<file path="config.mk">
export PLATFORM = sky130hd
export DESIGN_NAME = cwg_top
export DESIGN_NICKNAME = d
export VERILOG_FILES = /design/src/pkg/cwg_pkg.sv /design/src/hw/cwg_top.sv
export SDC_FILE = /design/constraint.sdc
export NUM_CORES = 1
export LEC_CHECK = 0
export BUFFER_PORTS_ARGS = -buffer_cell sky130_fd_sc_hd__buf_4
export CORE_UTILIZATION = 48
export CTS_CLUSTER_SIZE = 25
export DETAILED_ROUTE_END_ITERATION = 16
export MAX_ROUTING_LAYER = met4
export PLACE_DENSITY = 0.72
export SLEW_MARGIN = 20
export SYNTH_ARGS = -nofsm -noshare
export SYNTH_HDL_FRONTEND = slang
export SYNTH_SLANG_ARGS = --single-unit
</file>
<file path="constraint.sdc">
create_clock -name CLOCK -period 6.55 [get_ports CLOCK]
set_clock_uncertainty 0.2 [all_clocks]
set_input_delay 1.6375 -clock CLOCK [delete_from_list [all_inputs] [get_ports CLOCK]]
set_output_delay 1.6375 -clock CLOCK [all_outputs]
set_load 0.01 [all_outputs]
</file>
<file path="src/pkg/cwg_pkg.sv">
// Package with constants and carrier types for the compare waveform generator.
package cwg_pkg;

	// Number of channels and counter width.
	localparam int          NUM_CH     = 8;
	localparam int          TW         = 16;
	// Counter value at which every single-phase output returns to its default level.
	localparam logic [15:0] TIMER_ZERO = 16'h0000;
	// Output level after reset.
	localparam logic        OUT_RESET  = 1'b0;
	// Reset-select patterns: {on reset register match, select b, on channel 0 match}.
	localparam logic [2:0]  RSEL_NONE  = 3'h0;
	localparam logic [2:0]  RSEL_CH0   = 3'h1;
	localparam logic [2:0]  RSEL_RREG  = 3'h4;

	// Output waveform mode field encodings.
	typedef enum logic [1:0] {
		CWG_MODE_SINGLE = 2'h0,
		CWG_MODE_PHASE  = 2'h1,
		CWG_MODE_SR     = 2'h2,
		CWG_MODE_RSVD   = 2'h3
	} cwg_mode_t;

	// Per-channel output control settings.
	typedef struct packed {
		cwg_mode_t waveform_mode_field;
		logic      default_level_bit;
		logic      compare_reload_timing_bit;
		logic      output_invert_bit;
	} cwg_ctrl_t;

endpackage

</file>
<file path="src/hw/cwg_top.sv">
// Eight-channel compare waveform generator with its shared base timer.
`timescale 1ns/100ps

// Summary of operation
// - Channel events fire on timer-compare equality.
// - Mode field picks single; phase and set/reset only hold the level.
// - Waveform function needs function select zero.
// - Enable bit one starts channel output.
// - Enable bit zero stops channel output.
// - Single-phase output leaves its default level on compare match.
// - Single-phase output returns to its default level when timer is zero.
// - Free-running period is 65536 clocks.
// - Timer clears on channel 0 match.
// - Timer clears on reset register match.
// - Reset-match period is n plus two.
// - Match sets interrupt request flag of a channel with enable one and function select zero.
// - Default-level bit sets level before match.
// - Invert bit inverts the driven waveform.
// - Reload bit picks when new compare applies.
module cwg_top
(
	// Clock and reset.
	input  wire logic                                      CLOCK,
	input  wire logic                                      NRST,
	// Base timer configuration.
	input  wire logic                                      TIMER_RUN,
	input  wire logic [2:0]                                RESET_SELECT,
	input  wire logic [15:0]                               BASE_TIMER_RESET_VALUE,
	// Channel configuration.
	input  wire logic [cwg_pkg::NUM_CH-1:0][15:0]          CHANNEL_COMPARE_VALUE,
	input  cwg_pkg::cwg_ctrl_t [cwg_pkg::NUM_CH-1:0]       CHANNEL_OUTPUT_CONTROL,
	input  wire logic [cwg_pkg::NUM_CH-1:0]                CHANNEL_FUNCTION_SELECT_BIT,
	input  wire logic [cwg_pkg::NUM_CH-1:0]                CHANNEL_ENABLE_BIT,
	// Interrupt flag clear, one bit per channel.
	input  wire logic [cwg_pkg::NUM_CH-1:0]                IRQ_CLEAR,
	// Status and pins.
	output logic      [15:0]                               BASE_TIMER_COUNT,
	output logic      [cwg_pkg::NUM_CH-1:0]                CHANNEL_IRQ_FLAG,
	output logic      [cwg_pkg::NUM_CH-1:0]                WAVEFORM_OUTPUT_PIN
);

	// Base timer state.
	logic [15:0]                    timer_r;
	logic [15:0]                    timer_nxt;
	// Interrupt flags.
	logic [cwg_pkg::NUM_CH-1:0]     irq_r;
	logic [cwg_pkg::NUM_CH-1:0]     irq_nxt;
	// Raw waveform level per channel, before inversion.
	logic [cwg_pkg::NUM_CH-1:0]     wave_r;
	logic [cwg_pkg::NUM_CH-1:0]     wave_nxt;
	// Pin register, after inversion.
	logic [cwg_pkg::NUM_CH-1:0]     pin_r;
	logic [cwg_pkg::NUM_CH-1:0]     pin_nxt;
	// Active compare value per channel.
	logic [cwg_pkg::NUM_CH-1:0][15:0] cmp_r;
	logic [cwg_pkg::NUM_CH-1:0][15:0] cmp_nxt;
	// Previous enable, to see a fresh enable.
	logic [cwg_pkg::NUM_CH-1:0]     en_r;
	// Match strobes.
	logic [cwg_pkg::NUM_CH-1:0]     match;
	logic                           rreg_match;
	logic                           timer_clear;

	// Channel is a running waveform generator.
	logic [cwg_pkg::NUM_CH-1:0]     active;

	// Match and activity decode; a match counts only while the timer runs.
	always_comb
	begin
		for (int i = 0; i < cwg_pkg::NUM_CH; i++)
		begin
			match[i]  = TIMER_RUN && (timer_r == cmp_r[i]);
			active[i] = CHANNEL_ENABLE_BIT[i] && !CHANNEL_FUNCTION_SELECT_BIT[i];
		end
		rreg_match = TIMER_RUN && (timer_r == BASE_TIMER_RESET_VALUE);
	end

	// Base timer next value. The clear lands one clock after the match so the
	// cycle is n+2 long: n, n+1, then zero.
	logic clear_pend_r;
	logic clear_pend_nxt;
	always_comb
	begin
		clear_pend_nxt = 1'b0;
		if (RESET_SELECT == cwg_pkg::RSEL_CH0)
		begin
			clear_pend_nxt = match[0];
		end
		else if (RESET_SELECT == cwg_pkg::RSEL_RREG)
		begin
			clear_pend_nxt = rreg_match;
		end
		timer_clear = clear_pend_r;
		if (!TIMER_RUN)
		begin
			timer_nxt = timer_r;
		end
		else if (timer_clear)
		begin
			timer_nxt = cwg_pkg::TIMER_ZERO;
		end
		else
		begin
			timer_nxt = timer_r + 16'h0001;
		end
	end

	// Timer registers.
	always_ff @(posedge CLOCK)
	begin
		if (!NRST)
		begin
			timer_r      <= cwg_pkg::TIMER_ZERO;
			clear_pend_r <= 1'b0;
		end
		else
		begin
			timer_r      <= timer_nxt;
			clear_pend_r <= clear_pend_nxt;
		end
	end

	// Per-channel next state. Compare reload: bit clear loads at once, bit set
	// waits for the timer to reach zero while the channel runs, so a period is never cut short.
	always_comb
	begin
		for (int i = 0; i < cwg_pkg::NUM_CH; i++)
		begin
			cmp_nxt[i] = cmp_r[i];
			if (!CHANNEL_OUTPUT_CONTROL[i].compare_reload_timing_bit
				|| timer_r == cwg_pkg::TIMER_ZERO || !active[i])
			begin
				cmp_nxt[i] = CHANNEL_COMPARE_VALUE[i];
			end
			// Set wins over the clear so no match is lost. A match counts only from the
			// second enabled cycle, so a compare copy that still holds its reset value
			// cannot raise a flag in the very first cycle after reset.
			irq_nxt[i] = (irq_r[i] && !IRQ_CLEAR[i])
				|| (active[i] && en_r[i] && match[i]);
			if (!active[i] || !en_r[i])
			begin
				// Held, and reloaded on a fresh enable.
				wave_nxt[i] = CHANNEL_OUTPUT_CONTROL[i].default_level_bit;
			end
			else
			begin
				case (CHANNEL_OUTPUT_CONTROL[i].waveform_mode_field)
					cwg_pkg::CWG_MODE_SINGLE:
					begin
						if (timer_nxt == cwg_pkg::TIMER_ZERO)
						begin
							wave_nxt[i] = CHANNEL_OUTPUT_CONTROL[i].default_level_bit;
						end
						else if ((TIMER_RUN && timer_nxt == cmp_nxt[i]) || match[i])
						begin
							// Looking at the next count makes the pin change together with
							// the count, so the default level lasts exactly m clocks. The
							// plain match only catches a channel enabled too late to look.
							wave_nxt[i] = !CHANNEL_OUTPUT_CONTROL[i].default_level_bit;
						end
						else
						begin
							wave_nxt[i] = wave_r[i];
						end
					end
					// Phase and set/reset modes are not implemented; the level simply holds here.
					default:
					begin
						wave_nxt[i] = wave_r[i];
					end
				endcase
			end
			pin_nxt[i] = wave_nxt[i] ^ CHANNEL_OUTPUT_CONTROL[i].output_invert_bit;
		end
	end

	// Channel registers.
	always_ff @(posedge CLOCK)
	begin
		if (!NRST)
		begin
			cmp_r  <= '0;
			irq_r  <= '0;
			wave_r <= '0;
			pin_r  <= {cwg_pkg::NUM_CH{cwg_pkg::OUT_RESET}};
			en_r   <= '0;
		end
		else
		begin
			cmp_r  <= cmp_nxt;
			irq_r  <= irq_nxt;
			wave_r <= wave_nxt;
			pin_r  <= pin_nxt;
			en_r   <= active;
		end
	end

	// Outputs come straight from flip-flops.
	assign BASE_TIMER_COUNT    = timer_r;
	assign CHANNEL_IRQ_FLAG    = irq_r;
	assign WAVEFORM_OUTPUT_PIN = pin_r;

endmodule

</file>
==> results of run 1 <==
[kinds of logic after synthesis]
kind of cell | count (synthesis) | synth area share [%]
multiplexers | 130 | 12.07
AND/OR/NAND/NOR | 498 | 23.36
XOR/XNOR | 248 | 19.58
buffers and inverters | 92 | 4.174
adder cells (fa/ha/maj) | 2 | 0.2256
flip-flops | 177 | 31.95
AO/OA/AOI/OAI | 150 | 8.631
[cell usage after synthesis (4+ instances only)]
library cell	n	area, sq um
o22ai_1	7	43.79
buf_1	8	30.03
a21o_1	4	30.03
dfxtp_1	177	3543
xor2_1	97	849.6
nor4b_1	4	35.03
clkbuf_1	26	97.59
buf_4	12	90.09
mux2i_2	5	68.82
o21ai_1	4	20.02
nor3_1	34	170.2
mux2i_1	119	1191
and2_1	22	137.6
buf_2	28	140.1
nand2_1	55	206.5
and3_1	16	100.1
o21a_1	9	67.56
nor3b_1	8	60.06
nor4_1	34	212.7
inv_1	11	41.29
a31oi_1	6	37.54
mux2_2	5	56.30
o21ai_0	31	155.2
nor2b_1	11	68.82
nand4_1	43	269.0
nor4_2	6	75.07
a21oi_1	50	250.2
a211oi_1	4	30.03
nand3_1	48	240.2
or3_1	6	37.54
buf_6	5	56.30
xnor2_1	151	1323
nor2_1	179	671.9
nand2b_1	11	68.82
[layout make-up]
cell class,count,share of cell area (%)
flip-flops and latches,177,25.73
repair buffers,281,15.32
clock buffers,22,3.371
multi-input cells,1028,51.49
well taps,285,2.590
inverters,13,0.3726
clock inverters,9,1.127
[through the flow]
stage / setup slack [ps] / cells / power (mW)
floorplan: 1938 / 1297 / 1.480
global placement: 1051 / 1784 / 1.672
detailed placement: 885.7 / 1784 / 1.679
CTS: 1328 / 1815 / 2.769
global route: 1063 / 1815 / 2.859
finish: 1217 / 1815 / 2.772
[flip-flops by register name, indices dropped and copies added, names as in the netlist]
| register | count |
|---|---|
| cmp_r | 128 |
| BASE_TIMER_COUNT | 16 |
| CHANNEL_IRQ_FLAG | 8 |
| WAVEFORM_OUTPUT_PIN | 8 |
| en_r | 8 |
| wave_r | 8 |
| clear_pend_r | 1 |
[worst min-delay path, cell delays in order, from the launching register on]
cell	delay (ps)
dfxtp_1	310
nand2b_1	70
a21oi_1	50
[layer usage]
layer | up-vias | part of all wire (%) | global-route usage (%)
met5 | - | 0 | -
met4 | 0 | 5.6 | 19.52
met3 | 149 | 8.6 | 5.693
met2 | 546 | 45 | 52.60
met1 | 4955 | 41 | 41.58
li1 | 4950 | - | -
[placed cells by master (no fill, tap or decap), drive strengths merged, types with 3 or more instances in the layout]
master	synthesis	layout
a211oi	5	5
or4	3	3
or3	6	6
o211ai	3	3
nor4b	4	4
and3	16	16
and4	3	3
mux2i	125	125
o31ai	3	3
inv	12	14
nand3	48	48
bufinv	0	4
clkinv	1	3
nor2	179	179
nor4	42	42
clkbuf	26	22
xnor2	151	151
xor2	97	97
o21a	10	10
o21ai	36	36
a21boi	3	3
nor3b	10	10
nor2b	11	11
buf	53	281
nand2	55	55
nand4	46	46
and2	22	22
nand2b	11	11
mux2	5	5
a21oi	50	50
o22ai	7	7
a31oi	6	6
nor3	36	36
a21o	4	4
dfxtp	177	177
[where the power goes]
group	total (mW)	switching [mW]	leakage [nW]	internal [mW]
Combinational	0.489	0.250	4.07	0.240
Sequential	1.18	0.0396	1.47	1.14
Clock	1.11	0.449	0.301	0.658
Total	2.77	0.739	5.84	2.03
[worst min path at each step]
stage                          endpoint                 from  cells after the start  slack (ps)
detailed placement  CHANNEL_IRQ_FLAG[5]  CHANNEL_IRQ_FLAG[5]                      2         260
global placement    CHANNEL_IRQ_FLAG[5]  CHANNEL_IRQ_FLAG[5]                      2         260
global route        CHANNEL_IRQ_FLAG[5]  CHANNEL_IRQ_FLAG[5]                      2         300
CTS                 CHANNEL_IRQ_FLAG[5]  CHANNEL_IRQ_FLAG[5]                      2         280
finish              CHANNEL_IRQ_FLAG[5]  CHANNEL_IRQ_FLAG[5]                      2         270
floorplan           CHANNEL_IRQ_FLAG[0]              en_r[0]                      2         260
==> results by group, run 1 <==
Run status
  – Status: finished clean

Placed design
  – DP Area: between 0.01 and 0.015 sq mm
  – GP Congestion: roughly 0.96
  – Post-DP HPWL: 27,650 microns
  – I/O Buffers: around 250

Critical path
  – CP cell instances: buf_4 > nand2_1 > a32oi_2 > inv_2 > and3_1 > nor4b_1 > nand4_1 > nor4_1 > mux2_2 > nor3_1 > nor3b_2
  – Cell family with most CP delay: simple AND/OR/NAND/NOR gates
  – R2R Path End: WAVEFORM_OUTPUT_PIN[3]
  – Number of buffers and inverters on the critical path: 2
  – Setup slack, reg-to-reg: ~1700 ps
  – CP endpoint: WAVEFORM_OUTPUT_PIN[3]
  – CP Launch Point: TIMER_RUN
  – Arrival time worst endpoint: between 5000 and 6000 ps
  – Worst setup SP type: primary input
  – Worst path depth: 11
  – Slowest-stage cell, CP: a32oi_2
  – Largest stage delay on the critical path: between 700 and 800 ps
  – Start of the worst register-to-register path: BASE_TIMER_COUNT[0]
  – CP Max Fanout: 26
  – Kind of critical path: primary input to register
  – Worst Reg-to-Reg Cells: 12
  – CP Capture Type: register
  – CP required: 6670 ps

STA
  – Final hold viol count: 0
  – Fmax: approximately 190 MHz
  – RSZ-0062 raised after global routing: no
  – Final setup TNS: 0 ps
  – Final period util: about four fifths
  – Slew at the pin with the worst max-slew slack: around 1200 ps
  – Min Tclk post-route: 5333 ps
  – Slew Viols, Final: 0
  – Worst hold slack: 273.4 ps
  – # setup viols final: 0
  – Relative slew slack: 16.68%

Yosys
  – Sequential share of the synthesized area: 31.95%
  – #FFs+latches synth: 177
  – Synth warn: 0
  – Mapped Cells: about 1,300
  – Mapped Area: 0.01109 sq mm
  – Ys flop type: dfxtp_1
  – Syn_nets: ~1,500
  – Mean area per synthesized cell: 8.551 sq um
  – Synth async-reset ratio: 0%
  – Synth unique cells: 76
  – Number of synthesized flops with an enable pin: 0

Clock network
  – CTS H-Tree Depth: 4
  – Postcts setup bufs: 0
  – PostCTS Resize Cnt: 0
  – # clock sinks: approximately 180
  – CTS tree: yes
  – Hold-fix buffer count after cts: 0
  – Worst skew pair latency: 440 ps
  – CTS Buffer Depth: 2
  – Clock slew at reported path FFs: 70 ps
  – CTS Buf Count: 17
  – Clock root buffer: clkbuf_16

Floorplanning
  – DIE AREA: approximately 0.024 sq mm
  – Die Y: about 150 microns
  – Die width: ~150 microns
  – Cell row count: 55
  – Core area: 0.02264 sq mm
  – # IOs: between 200 and 250
  – Initial Util: 48.99%

Route
  – 1st-pass router iterations: 6
  – Initial DRC Count: just under 1,000
  – Post-route ant nets: 0
  – Via density per instance: between 5 and 6
  – DR DRC count: 0
  – Routed via count: between 10,000 and 15,000
  – DRT Wirelength: about 39,000 microns
  – Wire length per cell: around 22 microns

Global routing
  – Total congestion overflow: 0
  – GRT Total Usage: between 30% and 40%
  – Number of global-route vias before repair: about 10,000
  – First-pass GRT wire length: 58,640 microns
  – Pin count of the biggest net entering global routing: 73
  – Initial antenna violation count: 0

Layout
  – Ant. Diodes: 0
  – Layout cells sized above 1: between 20% and 30%
  – Register area: 0.003543 sq mm
  – Area occupied by multi-input gates: around 0.007 sq mm
  – Area delta synth->final: 24.15%
  – Core Util, Final: roughly 60%
  – Filler instances: between 2,000 and 2,500
  – Final Cell Area: 0.01377 sq mm
  – Nets@finish: 1,734

Power and ir drop
  – Leakage: slightly below 6 nW
  – Max rail drop VDD: 154.5 uV
  – Pwr Density: ~200 mW/mm^2

Min path
  – Hold Path Class: register to register

Flow run
  – Max cap viols: 0
(Power assumes the default switching activity.)
==> run 2, diff against run 1 <==
- ABC_AREA: unset -> 1
- PLACE_DENSITY: 0.72 -> 0.74
- clock period: 6.55 -> 4.5 ns (I/O delays scaled with it)
==> results by group, run 2 <==
Global routing
  – First-pass GRT wire length: 81,250 microns (+39%)
  – Number of global-route vias before repair: 14,060 (+35%)
  – Initial antenna violation count: 0 (unchanged)
  – Pin count of the biggest net entering global routing: 71 (-2.7%)
  – Total congestion overflow: 0 (unchanged)
  – GRT Total Usage: 42.41% (+8.5 points)

STA
  – Relative slew slack: 36.27% (+20 points)
  – # setup viols final: 0 (unchanged)
  – Fmax: roughly 250 MHz
  – RSZ-0062 raised after global routing: no
  – PnR worst setup slack: 547.1 ps (-669.5 ps)
  – Final period util: 87.84%
  – Slew Viols, Final: 0 (unchanged)
  – Final setup TNS: 0 ps (unchanged)
  – Final hold viol count: 0 (unchanged)
  – Slew at the pin with the worst max-slew slack: 954.7 ps (-282.0 ps)
  – Min Tclk post-route: ~4000 ps

Clock network
  – CTS Buffer Depth: 2 (unchanged)
  – Clock slew at reported path FFs: 70 ps (about the same)
  – # clock sinks: 177 (unchanged)
  – PostCTS Resize Cnt: 0 (unchanged)
  – Postcts setup bufs: 0 (unchanged)
  – Hold-fix buffer count after cts: 0 (unchanged)
  – CTS tree: yes
  – Clock root buffer: clkbuf_16
  – Worst skew pair latency: 450 ps (about the same)
  – CTS H-Tree Depth: 4 (unchanged)
  – CTS Buf Count: 17 (unchanged)

Yosys
  – Syn_nets: 2,328 (+54%)
  – Mapped Cells: 2,112 (+63%)
  – Top-count cell post-synth: nand2_1
  – Largest area contributor in the netlist: dfxtp_1
  – Number of synthesized flops with an enable pin: 0 (unchanged)
  – Area share of the largest cell type after synthesis: 28.26% (-3.7 points)
  – Ys flop type: dfxtp_1
  – Most instantiated cells after synthesis: nand2_1 (693), nand3_1 (274), nor2_1 (269), inv_1 (216), dfxtp_1 (177)
  – #FFs+latches synth: 177 (unchanged)
  – Mean area per synthesized cell: 5.937 sq um (-31%)
  – Mapped Area: 0.01254 sq mm (+13%)
  – Synth async-reset ratio: 0% (unchanged)
  – Synth unique cells: 47 (-38%)
  – Synth top area cells: dfxtp_1 (28%), nand2_1 (21%), nand3_1 (11%), nor2_1 (8.1%), inv_1 (6.5%)
  – Sequential share of the synthesized area: 28.26% (-3.7 points)
  – Synth warn: 0 (unchanged)

Critical path
  – Arrival time worst endpoint: 4100 ps (-1350 ps)
  – Number of buffers and inverters on the critical path: 2 (unchanged)
  – Slowest-stage cell, CP: dfxtp_1
  – CP required: 4640 ps (-2030 ps)
  – Largest stage delay on the critical path: 890 ps (+130 ps)
  – Cell mode on critical path: nand2_1
  – Worst setup SP type: register
  – CP cell instances: clkinv_2 > nand3_1 > nor2_2 > nand2_4 > nand2_2 > buf_4 > nand2_1 > nand2_1 > nand2_1 > nand2_1 > nor2_1 > nand2_1 > nor2_1 > nand3_1 > nand3_1 > nand3_1 > nand2_1 > nand2_1 > a21oi_1 > nor2_1
  – CP Capture Type: register
  – Cell family with most CP delay: simple AND/OR/NAND/NOR gates
  – CP Max Fanout: 21 (-19%)
  – Kind of critical path: register to register

Floorplanning
  – Die width: 163.6 microns (+6.2%)
  – Cell row count: 58 (+5.5%)
  – Core area: 0.02540 sq mm (+12%)
  – Die Y: 163.6 microns (+6.2%)
  – # IOs: 246 (unchanged)
  – Initial Util: 49.37% (+0.38 points)
  – DIE AREA: 0.02677 sq mm (+13%)

Layout
  – Layout cells sized above 1: 18.88% (-3.9 points)
  – Most common cell after layout, fill and taps aside: nand2_1
  – Nets@finish: 2,597 (+50%)
  – Reg with most FFs: cmp_r
  – Max FFs per register: 128 (unchanged)
  – Commonest non-fill, non-tap cells in the layout: nand2_1 (693), buf_4 (343), nand3_1 (274)
  – Area delta synth->final: 24.68%
  – Final Cell Area: 0.01563 sq mm (+14%)
  – Filler instances: 2,541 (+25%)
  – Fin cells: 2,724 (+50%)
  – Ant. Diodes: 0 (unchanged)

Power and ir drop
  – Pwr Density: 270.4 mW/mm^2 (+34%)
  – Leakage: 8.283 nW (+42%)
  – Max rail drop VDD: 184.2 uV (+19%)

Route
  – Post-route ant nets: 0 (unchanged)
  – Via density per instance: 5.698 (-2.4%)
  – Initial DRC Count: 1,834 (+88%)
  – 1st-pass router iterations: 6 (unchanged)
  – Routed via count: 15,520 (+46%)
  – DR DRC count: 0 (unchanged)
  – DRT Wirelength: 55,380 microns (+41%)
  – Wire length per cell: 20.33 microns (-5.7%)

Run status
  – Status: finished clean

Placed design
  – DP Area: 0.01501 sq mm (+14%)
  – GP Congestion: 1.075 (+12%)
  – Place WS: 569.5 ps (-316.2 ps)
  – Post-DP HPWL: 40,500 microns (+46%)
  – I/O Buffers: 245 (unchanged)
  – Inst Count DP: 2,692 (+51%)

Flow run
  – Max cap viols: 0 (unchanged)

Min path
  – Hold Path Class: register to register
[run 2: cell type report]
| cell class | instances | area [sq um] | area share (%) |
|---|---|---|---|
| multi-input combinational | 1612 | 7582 | 48.50 |
| sequential | 177 | 3543 | 22.67 |
| timing repair buffer | 345 | 2615 | 16.73 |
| inverter | 228 | 860.8 | 5.506 |
| clock buffer | 17 | 425.4 | 2.721 |
| tap | 330 | 412.9 | 2.641 |
| clock inverter | 15 | 193.9 | 1.240 |
[run 2: metal layers]
metal	wire, microns	track usage, %	vias to the layer above
met2	23390	62.58	1064
li1	-	-	7304
met4	3440	22.14	0
met5	0	-	-
met1	20830	53.52	6926
met3	7718	10.03	228
[run 2: where the power goes]
group / switching (mW) / internal (mW) / leakage, nW
sequential: 0.0636 / 1.65 / 1.47
clock: 0.774 / 0.852 / 0.299
combinational: 0.517 / 0.369 / 6.52
total: 1.35 / 2.87 / 8.28
[run 2: metrics by stage]
stage	total power, mW	util, %	hold WS (ps)
after floorplan	2.262	-	286.1
after global placement	2.604	59.11	274.7
after detailed placement	2.614	59.11	284.5
after CTS	4.211	61.55	304.0
after global routing	4.395	61.55	328.3
final	4.228	61.55	303.6
[run 2: kinds of logic after synthesis]
family,count (synthesis),synth area share (%)
buffers and inverters,323,11.28
flip-flops,177,28.26
AO/OA/AOI/OAI,200,9.709
adder cells (fa/ha/maj),2,0.1995
AND/OR/NAND/NOR,1356,46.79
XOR/XNOR,54,3.772
[run 2: path summary, 6_finish.rpt]
check                                 to                start  slack, ps  cells past startpoint
setup / recovery  WAVEFORM_OUTPUT_PIN[5]  BASE_TIMER_COUNT[2]        550                     20
hold / removal       CHANNEL_IRQ_FLAG[4]  CHANNEL_IRQ_FLAG[4]        300                      2
setup reg to reg  WAVEFORM_OUTPUT_PIN[5]  BASE_TIMER_COUNT[2]        550                     20
hold reg to reg      CHANNEL_IRQ_FLAG[4]  CHANNEL_IRQ_FLAG[4]        300                      2
[run 2: worst register-to-register path, cell delays in order, from the launching register on]
cell	delay (ps)
dfxtp_1	890
clkinv_2	280
nand3_1	170
nor2_2	60
nand2_4	380
nand2_2	340
buf_4	280
nand2_1	60
nand2_1	60
nand2_1	70
nand2_1	40
nor2_1	70
nand2_1	50
nor2_1	100
nand3_1	250
nand3_1	150
nand3_1	90
nand2_1	60
nand2_1	80
a21oi_1	140
nor2_1	60
